**src/verilog/dpgam_pkg.sv**
```systemverilog
package dpgam_pkg;
  localparam int WIDE_W = 8;
  localparam int NARROW_W = 3;
  localparam logic [7:0] ADDR_WIDE_DATA = 8'h80;
  localparam logic [7:0] ADDR_NARROW_DATA = 8'h90;
  localparam logic [7:0] ADDR_WIDE_DIR = 8'h94;
  localparam logic [7:0] ADDR_WIDE_ALT = 8'h95;
  localparam logic [7:0] ADDR_NARROW_DIR = 8'h96;
  localparam logic [7:0] ADDR_NARROW_ALT = 8'h97;
  localparam logic [7:0] RST_DATA = 8'hff;
  localparam logic [7:0] RST_DIR = 8'hff;
  localparam logic [7:0] RST_ALT = 8'h00;
  localparam logic [1:0] SPI_ROUTE_PORT = 2'h1;
  // Wide port bit roles
  localparam int WB_BOOT = 0;
  localparam int WB_RXD = 1;
  localparam int WB_TXD = 2;
  localparam int WB_IRQA = 3;
  localparam int WB_IRQB = 4;
  localparam int WB_TMRA = 5;
  localparam int WB_TMRB = 6;
  localparam int WB_PWM = 7;
  // Narrow port bit roles
  localparam int NB_ZERO = 0;
  localparam int NB_ONE = 1;
  localparam int NB_IN = 2;
  typedef enum logic [1:0] {
    DPGAM_GPIO = 2'b00,
    DPGAM_ALT_OUT = 2'b01,
    DPGAM_ALT_IN = 2'b10,
    DPGAM_ALT_DIR = 2'b11
  } dpgam_role_t;
endpackage

```
**src/verilog/dpgam_pin_cell.sv**
```systemverilog
// One bidirectional pin: chooses the drive and enable from role and registers
module dpgam_pin_cell
  import dpgam_pkg::*;
(
  input wire logic i_in_reset,
  input wire dpgam_role_t i_role,
  input wire logic i_dir,
  input wire logic i_latch,
  input wire logic i_alt_val,
  output logic o_out,
  output logic o_oe
);
  always_comb begin
    o_out = i_latch;
    o_oe = 1'b0;
    case (i_role)
      DPGAM_GPIO: o_oe = ~i_dir;
      DPGAM_ALT_OUT: begin
        o_out = i_alt_val;
        o_oe = 1'b1;
      end
      DPGAM_ALT_IN: o_oe = 1'b0;
      DPGAM_ALT_DIR: begin
        o_out = i_alt_val;
        o_oe = ~i_dir;
      end
      default: o_oe = 1'b0;
    endcase
    if (i_in_reset) begin
      o_oe = 1'b0;
    end
  end
endmodule // dpgam_pin_cell

```
**src/verilog/dpgam_port_mux.sv**
```systemverilog
// Summary of operation
// - One input pin, ten bidirectional GPIO pins
// - All pins inputs during reset
// - Alternate select outranks direction on wide port
// - Alternate selected: pin follows alternate function
// - Serial receive pin still follows its direction
// - Select clear: GPIO with register direction
// - Wide bit zero always GPIO, boot select
// - Direction 0 output, 1 input; reset ones
// - Wide port alternate function bit mapping
// - Fixed directions for alternate outputs and inputs
// - Narrow port: input-only bit2, timer, SPI routing
// - Wide data register eight bits, resets ones
// - Narrow port low three bits; SPI overrides
module dpgam_port_mux
  import dpgam_pkg::*;
#(
  parameter int WW = WIDE_W,
  parameter int NW = NARROW_W
) (
  input wire logic i_mclk,
  input wire logic i_arst_n,
  input wire logic [7:0] i_sfr_addr,
  input wire logic i_sfr_wr,
  input wire logic [7:0] i_sfr_wdata,
  input wire logic i_sfr_rd,
  output logic [7:0] o_sfr_rdata,
  input wire logic [1:0] i_spi_route,
  input wire logic i_uart_txd,
  input wire logic i_uart_rxd_out,
  input wire logic i_pwm_out,
  input wire logic i_serial_clk,
  input wire logic i_serial_master_out,
  input wire logic [WW-1:0] i_wide_pin,
  output logic [WW-1:0] o_wide_pin,
  output logic [WW-1:0] o_wide_pin_oe,
  input wire logic [NW-1:0] i_narrow_pin,
  output logic [NW-1:0] o_narrow_pin,
  output logic [NW-1:0] o_narrow_pin_oe,
  output logic o_uart_rxd,
  output logic o_ext_irq_a_low,
  output logic o_ext_irq_b_low,
  output logic o_timer_a_count_in,
  output logic o_timer_b_count_in,
  output logic o_timer_c_count_in,
  output logic o_serial_master_in
);
  typedef struct packed {
    logic [WW-1:0] wdata;
    logic [WW-1:0] wdir;
    logic [WW-1:0] walt;
    logic [NW-1:0] ndata;
    logic [NW-1:0] ndir;
    logic [NW-1:0] nalt;
    logic boot_done;
    logic [7:0] rdata;
    logic [WW-1:0] wout;
    logic [WW-1:0] woe;
    logic [NW-1:0] nout;
    logic [NW-1:0] noe;
    logic [6:0] fin;
  } dpgam_state_t;

  dpgam_state_t st_r;
  dpgam_state_t st_nxt;
  dpgam_role_t wrole [WW];
  dpgam_role_t nrole [NW];
  logic [WW-1:0] walt_val;
  logic [NW-1:0] nalt_val;
  logic [WW-1:0] cell_out;
  logic [WW-1:0] cell_oe;
  logic [NW-1:0] ncell_out;
  logic [NW-1:0] ncell_oe;
  logic spi_on;

  // Mix of pin level and latch, as a read presents it
  function automatic logic [7:0] port_view(input logic [7:0] pin, input logic [7:0] latch,
                                           input logic [7:0] oe);
    port_view = (pin & ~oe) | (latch & oe);
  endfunction

  assign spi_on = (i_spi_route == SPI_ROUTE_PORT);

  always_comb begin
    for (int k = 0; k < WW; k++) begin
      wrole[k] = DPGAM_GPIO;
      walt_val[k] = 1'b0;
    end
    // Bit zero never looks at its select bit
    if (st_r.walt[WB_RXD]) wrole[WB_RXD] = DPGAM_ALT_DIR;
    if (st_r.walt[WB_TXD]) wrole[WB_TXD] = DPGAM_ALT_OUT;
    if (st_r.walt[WB_IRQA]) wrole[WB_IRQA] = DPGAM_ALT_IN;
    if (st_r.walt[WB_IRQB]) wrole[WB_IRQB] = DPGAM_ALT_IN;
    if (st_r.walt[WB_TMRA]) wrole[WB_TMRA] = DPGAM_ALT_IN;
    if (st_r.walt[WB_TMRB]) wrole[WB_TMRB] = DPGAM_ALT_IN;
    if (st_r.walt[WB_PWM]) wrole[WB_PWM] = DPGAM_ALT_OUT;
    walt_val[WB_RXD] = i_uart_rxd_out;
    walt_val[WB_TXD] = i_uart_txd;
    walt_val[WB_PWM] = i_pwm_out;
    // wrole[WB_BOOT] stays GPIO regardless of select
  end

  always_comb begin
    for (int k = 0; k < NW; k++) begin
      nrole[k] = DPGAM_GPIO;
      nalt_val[k] = 1'b0;
    end
    nrole[NB_IN] = DPGAM_ALT_IN;
    if (spi_on) begin
      nrole[NB_ZERO] = DPGAM_ALT_OUT;
      nrole[NB_ONE] = DPGAM_ALT_OUT;
    end else if (st_r.walt[0]) begin
      // Narrow bit zero counts for the third timer, so it is an input
      nrole[NB_ZERO] = DPGAM_ALT_IN;
    end
    nalt_val[NB_ZERO] = i_serial_clk;
    nalt_val[NB_ONE] = i_serial_master_out;
  end

  genvar g;
  generate
    for (g = 0; g < WW; g++) begin : g_wide
      dpgam_pin_cell u_cell (
        .i_in_reset(~st_r.boot_done),
        .i_role(wrole[g]),
        .i_dir(st_r.wdir[g]),
        .i_latch(st_r.wdata[g]),
        .i_alt_val(walt_val[g]),
        .o_out(cell_out[g]),
        .o_oe(cell_oe[g])
      );
    end
    for (g = 0; g < NW; g++) begin : g_narrow
      dpgam_pin_cell u_cell (
        .i_in_reset(~st_r.boot_done),
        .i_role(nrole[g]),
        .i_dir(st_r.ndir[g]),
        .i_latch(st_r.ndata[g]),
        .i_alt_val(nalt_val[g]),
        .o_out(ncell_out[g]),
        .o_oe(ncell_oe[g])
      );
    end
  endgenerate

  always_comb begin
    st_nxt = st_r;
    // One cycle after release before any pin may drive
    st_nxt.boot_done = 1'b1;
    st_nxt.wout = cell_out;
    st_nxt.woe = cell_oe;
    st_nxt.nout = ncell_out;
    st_nxt.noe = ncell_oe;
    // Interrupt samples idle high while unselected, so a low pin cannot raise a request
    st_nxt.fin = {i_narrow_pin[NB_IN], i_narrow_pin[NB_ZERO], i_wide_pin[WB_TMRB],
                  i_wide_pin[WB_TMRA],
                  i_wide_pin[WB_IRQB] | ~st_r.walt[WB_IRQB],
                  i_wide_pin[WB_IRQA] | ~st_r.walt[WB_IRQA],
                  i_wide_pin[WB_RXD]};
    if (i_sfr_wr) begin
      case (i_sfr_addr)
        ADDR_WIDE_DATA: st_nxt.wdata = i_sfr_wdata[WW-1:0];
        ADDR_WIDE_DIR: st_nxt.wdir = i_sfr_wdata[WW-1:0];
        ADDR_WIDE_ALT: st_nxt.walt = i_sfr_wdata[WW-1:0];
        ADDR_NARROW_DATA: st_nxt.ndata = i_sfr_wdata[NW-1:0];
        ADDR_NARROW_DIR: st_nxt.ndir = i_sfr_wdata[NW-1:0];
        ADDR_NARROW_ALT: st_nxt.nalt = i_sfr_wdata[NW-1:0];
        default: st_nxt.wdata = st_r.wdata;
      endcase
    end
    if (i_sfr_rd) begin
      case (i_sfr_addr)
        ADDR_WIDE_DATA: st_nxt.rdata = port_view(i_wide_pin, st_r.wdata, st_r.woe);
        ADDR_WIDE_DIR: st_nxt.rdata = st_r.wdir;
        ADDR_WIDE_ALT: st_nxt.rdata = st_r.walt;
        ADDR_NARROW_DATA: st_nxt.rdata = port_view({5'h00, i_narrow_pin},
                                                   {5'h00, st_r.ndata}, {5'h00, st_r.noe});
        ADDR_NARROW_DIR: st_nxt.rdata = {5'h00, st_r.ndir};
        ADDR_NARROW_ALT: st_nxt.rdata = {5'h00, st_r.nalt};
        default: st_nxt.rdata = 8'h00;
      endcase
    end
  end

  always_ff @(posedge i_mclk or negedge i_arst_n) begin
    if (!i_arst_n) begin
      st_r.wdata <= RST_DATA;
      st_r.wdir <= RST_DIR;
      st_r.walt <= RST_ALT;
      st_r.ndata <= RST_DATA[2:0];
      st_r.ndir <= RST_DIR[2:0];
      st_r.nalt <= RST_ALT[2:0];
      st_r.boot_done <= 1'b0;
      st_r.rdata <= 8'h00;
      st_r.wout <= RST_DATA;
      st_r.woe <= 8'h00;
      st_r.nout <= RST_DATA[2:0];
      st_r.noe <= 3'h0;
      st_r.fin <= 7'h7f;
    end else begin
      st_r <= st_nxt;
    end
  end

  assign o_sfr_rdata = st_r.rdata;
  assign o_wide_pin = st_r.wout;
  assign o_wide_pin_oe = st_r.woe;
  assign o_narrow_pin = st_r.nout;
  assign o_narrow_pin_oe = st_r.noe;
  // Alternate inputs come from registered pin samples; only the two interrupts idle high when not selected
  assign o_uart_rxd = st_r.fin[0];
  assign o_ext_irq_a_low = st_r.fin[1];
  assign o_ext_irq_b_low = st_r.fin[2];
  assign o_timer_a_count_in = st_r.fin[3];
  assign o_timer_b_count_in = st_r.fin[4];
  assign o_timer_c_count_in = st_r.fin[5];
  assign o_serial_master_in = st_r.fin[6];
endmodule // dpgam_port_mux
```
**config.mk**
```make
export PLATFORM = sky130hd
export DESIGN_NAME = dpgam_port_mux
export DESIGN_NICKNAME = d
export VERILOG_FILES = /design/src/verilog/dpgam_pkg.sv /design/src/verilog/dpgam_pin_cell.sv /design/src/verilog/dpgam_port_mux.sv
export SDC_FILE = /design/constraint.sdc
export NUM_CORES = 1
export LEC_CHECK = 0
export BUFFER_PORTS_ARGS = -buffer_cell sky130_fd_sc_hd__buf_2
export CAP_MARGIN = 20
export CORE_UTILIZATION = 36
export DETAILED_ROUTE_END_ITERATION = 8
export SYNTH_ARGS = -nofsm -noshare
export SYNTH_HDL_FRONTEND = slang
export SYNTH_HIERARCHICAL = 1
export SYNTH_SLANG_ARGS = --single-unit
```
**constraint.sdc**
```tcl
create_clock -name i_mclk -period 2.8 [get_ports i_mclk]
set_input_delay 0.28 -clock i_mclk [delete_from_list [all_inputs] [get_ports i_mclk]]
set_output_delay 0.28 -clock i_mclk [all_outputs]
set_load 0.03 [all_outputs]
```
==> results of run 1 <==
## kinds of logic (layout without fill, tap and decap cells)
group,count (synthesis),after routing,synth area share (%)
AOI/OAI and AO/OA,19,19,3.61
muxes,66,66,19.8
and+or+nand+nor,62,62,9.48
adders and majority gates,33,33,10.6
other,2,40,0.193
buffers and inverters,64,122,9.19
DFF,71,71,47.1
## power breakdown
group / total, W / switching [W] / internal [W] / leakage [nW]
sequential: 0.00114 / 0.0000344 / 0.00110 / 0.814
combinational: 0.000305 / 0.000185 / 0.000120 / 1.24
clock: 0.000775 / 0.000383 / 0.000392 / 0.0954
## state kept, by name, summed over array words and instances (netlist names), 3 cells and up
| register | count |
|---|---|
| o_narrow_pin | 3 |
| st_r | 34 |
| o_wide_pin | 8 |
| o_sfr_rdata | 8 |
| o_narrow_pin_oe | 3 |
| o_wide_pin_oe | 8 |
## cell type report
class,instances,area share [%]
clock inverter,3,0.386
timing repair buffer,80,9.21
sequential,71,40.2
multi-input combinational,220,40.5
tap,136,3.75
clock buffer,13,3.72
inverter,26,2.15
## worst max-delay path: cells and delay by family
kind | cells | cell delay (ns)
buffers and inverters | 1 | 0.12
and+or+nand+nor | 2 | 1.14
muxes | 1 | 0.41
## per-layer routing
| metal | vias up | GRT usage, % | part of all wire [%] |
|---|---|---|---|
| met5 | - | 0 | 0 |
| met1 | 1222 | 20.3 | 46 |
| met4 | 0 | 5.65 | 1.7 |
| met2 | 54 | 23.9 | 47 |
| met3 | 12 | 4.08 | 5.0 |
| li1 | 1210 | - | - |
## cells in the final DEF, fill, tap and decap left out, types with 2 or more instances in the layout
cell / count
a211oi_1: 11
a31oi_1: 5
and2_1: 2
buf_2: 74
buf_4: 5
clkbuf_8: 12
clkinv_2: 2
conb_1: 40
dfrtp_1: 31
dfstp_2: 40
ha_1: 33
inv_1: 26
mux2_1: 11
mux2_2: 46
mux2i_1: 6
mux4_2: 3
nand2b_1: 2
nand3_1: 12
nand4_1: 6
nor2_1: 18
nor2b_1: 14
nor4b_4: 2
o221ai_1: 3
## per-stage QoR
step	total power [W]	util (%)	setup slack, ns	hold WS (ns)	std cells
detailed placement	0.00146	41.9	0.750	0.193	532
floorplan	0.00137	-	1.13	-0.0156	355
CTS	0.00224	43.8	1.14	0.0117	549
global route	0.00233	43.8	1.04	0.0170	549
finish	0.00222	43.8	1.12	0.0340	549
global placement	0.00145	41.9	0.845	0.193	532
## path summary, 6_finish.rpt
kind	end	slack, ns	startpoint	cells after the start
setup / recovery	st_r[57]	1.12	i_sfr_addr[5]	4
hold / removal	o_timer_a_count_in	0.03	i_wide_pin[5]	1
setup reg to reg	o_narrow_pin[0]	1.44	st_r[47]	5
hold reg to reg	st_r[39]	0.51	st_r[39]	1
max in group asynchronous	st_r[58]	1.67	i_arst_n	3
min in group asynchronous	o_narrow_pin_oe[1]	0.35	i_arst_n	2
==> results.json, run 1 <==
{
  "run_status": "finished, final reports clean",
  "cts_tree": "yes",
  "finalWirelength_um": 7660,
  "path_clk_slew_ns": 0.08,
  "antenna_left": 0,
  "worst_clock_skew_ns": 0.00709,
  "antenna-diode-count": 0,
  "synth_cell_types": 28,
  "yosysTopAreaCell": "dfstp_2",
  "synthTopCellsByCount": "mux2_2 (46), dfstp_2 (40), ha_1 (33)",
  "register_area_um2": 1830,
  "io_pins": 75,
  "grt.total_usage_pct": 15.3,
  "multiInputGateArea_um2": 1840,
  "ys_seq_elements": 71,
  "clock_tree.root_cell": "clkbuf_8",
  "grt_start_max_net_pins": 35,
  "p_leak_nw": 2.15,
  "dp_hpwl_um": 5710,
  "rsz0062_at_grt": "false",
  "vias_per_cell": 4.55,
  "cp.required_ns": 3.08,
  "cts_resized": 0,
  "overflow": 0,
  "max-vdd-ir-drop_v": 0.000167,
  "post_cts_buffers": 0,
  "clk_latency_ns": 0.35,
  "clock-sinks": 71,
  "ys_warn_count": 6,
  "fmax_ghz": 0.597,
  "synth_edf_count": 0,
  "synth_area_leaders": "dfstp_2 (27%), dfrtp_1 (20%), mux2_2 (13%)",
  "rows": 37,
  "die-area_um2": 11200,
  "grt_pass1_wl_um": 13000,
  "critPathMaxStageDelay_ns": 0.63,
  "fill_cells": 1025,
  "maxSlewViolCount": 0,
  "maxCapViolations": 0,
  "syn_inst": 317,
  "crit_arrival_ns": 1.96,
  "final-hold-violation-count": 0,
  "synth_top_flop_cell": "dfstp_2",
  "crit_chain": "buf_2, nor4b_4, nor4b_4, mux2_2",
  "route.detailed.drc": 0,
  "antenna_found_initial": 0,
  "dpl_cell_area_um2": 4340,
  "drtIter0Drc": 56,
  "syn-mean-instance-area_um2": 12.2,
  "drt_first_pass_iters": 4,
  "final_nets": 479,
  "slew_headroom_pct": 57.7,
  "endpoint_kind": "register",
  "synthesis.area_um2": 3880,
  "seq_area_frac_synth_pct": 47.1,
  "area_growth_pct": 17.0,
  "setup_viol_count_final": 0,
  "fin_setup_tns_ns": 0,
  "hp-class": "in2reg",
  "num_vias": 2498,
  "numCtsBuffers": 9,
  "stdcell_area_um2": 4540,
  "period_share_pct": 59.9,
  "powerDensity_nw_per_um2": 488,
  "crit_top_cell": "nor4b_4",
  "routabilityCongestion": 0.802,
  "start_util_pct": 37.4,
  "grt_pass1_vias": 2579,
  "clock_path_buffers": 2,
  "synth.most_common_cell": "mux2_2",
  "hold_buffers": 1,
  "drive_gt1_share_pct": 44.8,
  "critPathSlowestCell": "nor4b_4",
  "core-area_um2": 10400,
  "port_buffers": 74,
  "wl_per_cell_um": 14.0,
  "period_minus_slack_ns": 1.68,
  "die_width_um": 106,
  "ys_async_sr_fraction_pct": 100,
  "cts-htree-levels": 3,
  "synth_top_area_share_pct": 27.1,
  "die_h_um": 106,
  "worst_slew_pin_slew_ns": 0.632,
  "worst_setup_path_start_kind": "primary input",
  "path_class": "in2reg",
  "cp_max_fo": 9
}
Power figures use the tool's default switching activity.
==> run 2: changes to the inputs <==
==> constraint.sdc (replaced) <==
create_clock -name i_mclk -period 1.68 [get_ports i_mclk]
set_input_delay 0.168 -clock i_mclk [delete_from_list [all_inputs] [get_ports i_mclk]]
set_output_delay 0.168 -clock i_mclk [all_outputs]
set_load 0.03 [all_outputs]
==> run 2 against run 1 <==
Power is 65% higher. Critical endpoint is now o_narrow_pin[0]. Clock power increased by 59%. Sequential share of layout area down 1.2 points. Highest routed layer unchanged. Clock skew up 0.0031 ns. Die area unchanged.
==> results.json, run 2 (synthesis results as in run 1) <==
{
  "drt_first_pass_iters": 4,
  "critPathMaxStageDelay_ns": 0.37,
  "powerDensity_nw_per_um2": 783,
  "crit_chain": "nor2b_1, inv_1, ha_1, nor2_1, mux2_1",
  "setup_viol_count_final": 0,
  "clk_latency_ns": 0.35,
  "p_sw_share_pct": 26.9,
  "fin_setup_tns_ns": 0,
  "largest_reg_flops": 34,
  "worst_setup_path_start_kind": "register",
  "fmax_ghz": 0.738,
  "worst_slew_pin_slew_ns": 0.594,
  "maxSlewViolCount": 0,
  "antenna_left": 0,
  "critPathSlowestCell": "dfrtp_1",
  "pwr-share-seq_pct": 51.7,
  "grt_pass1_wl_um": 13100,
  "fill_cells": 1003,
  "dp_hpwl_um": 5840,
  "die-area_um2": 11200,
  "dpl_cell_area_um2": 4440,
  "post_cts_buffers": 0,
  "cts_resized": 0,
  "cp_max_fo": 3,
  "fin_util_pct": 45.1,
  "port_buffers": 74,
  "min_path_cells": 2,
  "wl_per_cell_um": 13.8,
  "antenna_found_initial": 0,
  "period_minus_slack_ns": 1.35,
  "core-area_um2": 10400,
  "rsz0062_at_grt": "false",
  "multiInputGateArea_um2": 1840,
  "grt_pass1_vias": 2583,
  "crit_arrival_ns": 1.63,
  "register_area_um2": 1830,
  "hp-class": "in2reg",
  "clock_tree.root_cell": "clkbuf_8",
  "power.switching_w": 0.000983,
  "drtIter0Drc": 71,
  "drive_gt1_share_pct": 44.9,
  "die_width_um": 106,
  "grt.total_usage_pct": 15.4,
  "routabilityCongestion": 0.774,
  "final_cell_mix": "buf_2 (74), mux2_2 (46), conb_1 (40), dfstp_2 (40), ha_1 (33)",
  "max-vdd-ir-drop_v": 0.000294,
  "die_h_um": 106,
  "p_leak_nw": 2.22,
  "route.detailed.drc": 0,
  "final-hold-violation-count": 0,
  "clock-sinks": 71,
  "vias_per_cell": 4.50,
  "io_pins": 75,
  "cp.required_ns": 1.95,
  "power.internal_w": 0.00268,
  "numCtsBuffers": 9,
  "cts-htree-levels": 3,
  "area_growth_pct": 20.4,
  "final_nets": 494,
  "hold_buffers": 6,
  "period_share_pct": 80.6,
  "combPwrFrac_pct": 14.7,
  "maxCapViolations": 0,
  "finalWirelength_um": 7790,
  "endpoint_kind": "register",
  "num_vias": 2539,
  "layout_commonest_cell": "buf_2",
  "rows": 37,
  "top_register": "st_r",
  "cts_tree": "yes",
  "path_class": "reg2reg",
  "stdcell_area_um2": 4670,
  "antenna-diode-count": 0,
  "slew_headroom_pct": 60.4,
  "overflow": 0,
  "ff2ff_path_depth": 5,
  "path_clk_slew_ns": 0.07,
  "worst_clock_skew_ns": 0.0102,
  "run_status": "finished, final reports clean",
  "power_frac_clock_pct": 33.6,
  "grt_start_max_net_pins": 27,
  "clock_path_buffers": 2,
  "start_util_pct": 37.4
}
run 2: path summary, 6_finish.rpt:
path	to	startpoint	slack [ns]
max	o_narrow_pin[0]	st_r[47]	0.33
min in group asynchronous	o_wide_pin_oe[3]	i_arst_n	0.36
max in group asynchronous	st_r[57]	i_arst_n	0.69
max reg2reg	o_narrow_pin[0]	st_r[47]	0.33
min reg2reg	st_r[40]	st_r[40]	0.52
min	o_ext_irq_a_low	i_wide_pin[3]	0.03
run 2: worst max-delay path, delay by kind of cell (launching register included):
kind	cells	cell delay [ns]
buffers and inverters	1	0.07
and+or+nand+nor	2	0.34
muxes	1	0.33
adders and majority gates	1	0.17
DFF	1	0.37
run 2: power groups by stage:
stage          combinational (W)  sequential [W]  clock (W)
2_1_floorplan           0.000368         0.00192          0
3_3_place_gp            0.000520         0.00192          0
3_5_place_dp            0.000528         0.00192          0
4_1_cts                 0.000541         0.00189    0.00128
5_1_grt                 0.000598         0.00190    0.00137
6_report                0.000538         0.00189    0.00123
run 2: through the flow:
| step | total power [W] | worst slack (ns) | std cells | hold slack, ns |
|---|---|---|---|---|
| 3_3_place_gp | 0.00244 | 0.147 | 542 | 0.204 |
| 2_1_floorplan | 0.00229 | 0.127 | 355 | -0.128 |
| 5_1_grt | 0.00387 | 0.181 | 564 | 0.0196 |
| 4_1_cts | 0.00371 | 0.318 | 564 | 0.00970 |
| 6_report | 0.00366 | 0.326 | 564 | 0.0257 |
| 3_5_place_dp | 0.00245 | 0.104 | 542 | 0.216 |
run 2: layout make-up:
| type | count | share of cell area, % |
|---|---|---|
| clock buffers | 15 | 3.56 |
| clock inverters | 1 | 0.107 |
| inverters | 26 | 2.09 |
| multi-input cells | 220 | 39.4 |
| flip-flops and latches | 71 | 39.1 |
| well taps | 136 | 3.64 |
| repair buffers | 95 | 12.2 |
run 2: routing by layer:
layer | global-route usage (%) | up-vias | part of all wire, %
met4 | 6.25 | 0 | 1.5
met1 | 20.4 | 1250 | 48
met2 | 24.5 | 50 | 47
met5 | 0 | - | 0
li1 | - | 1231 | -
met3 | 3.46 | 8 | 3.7
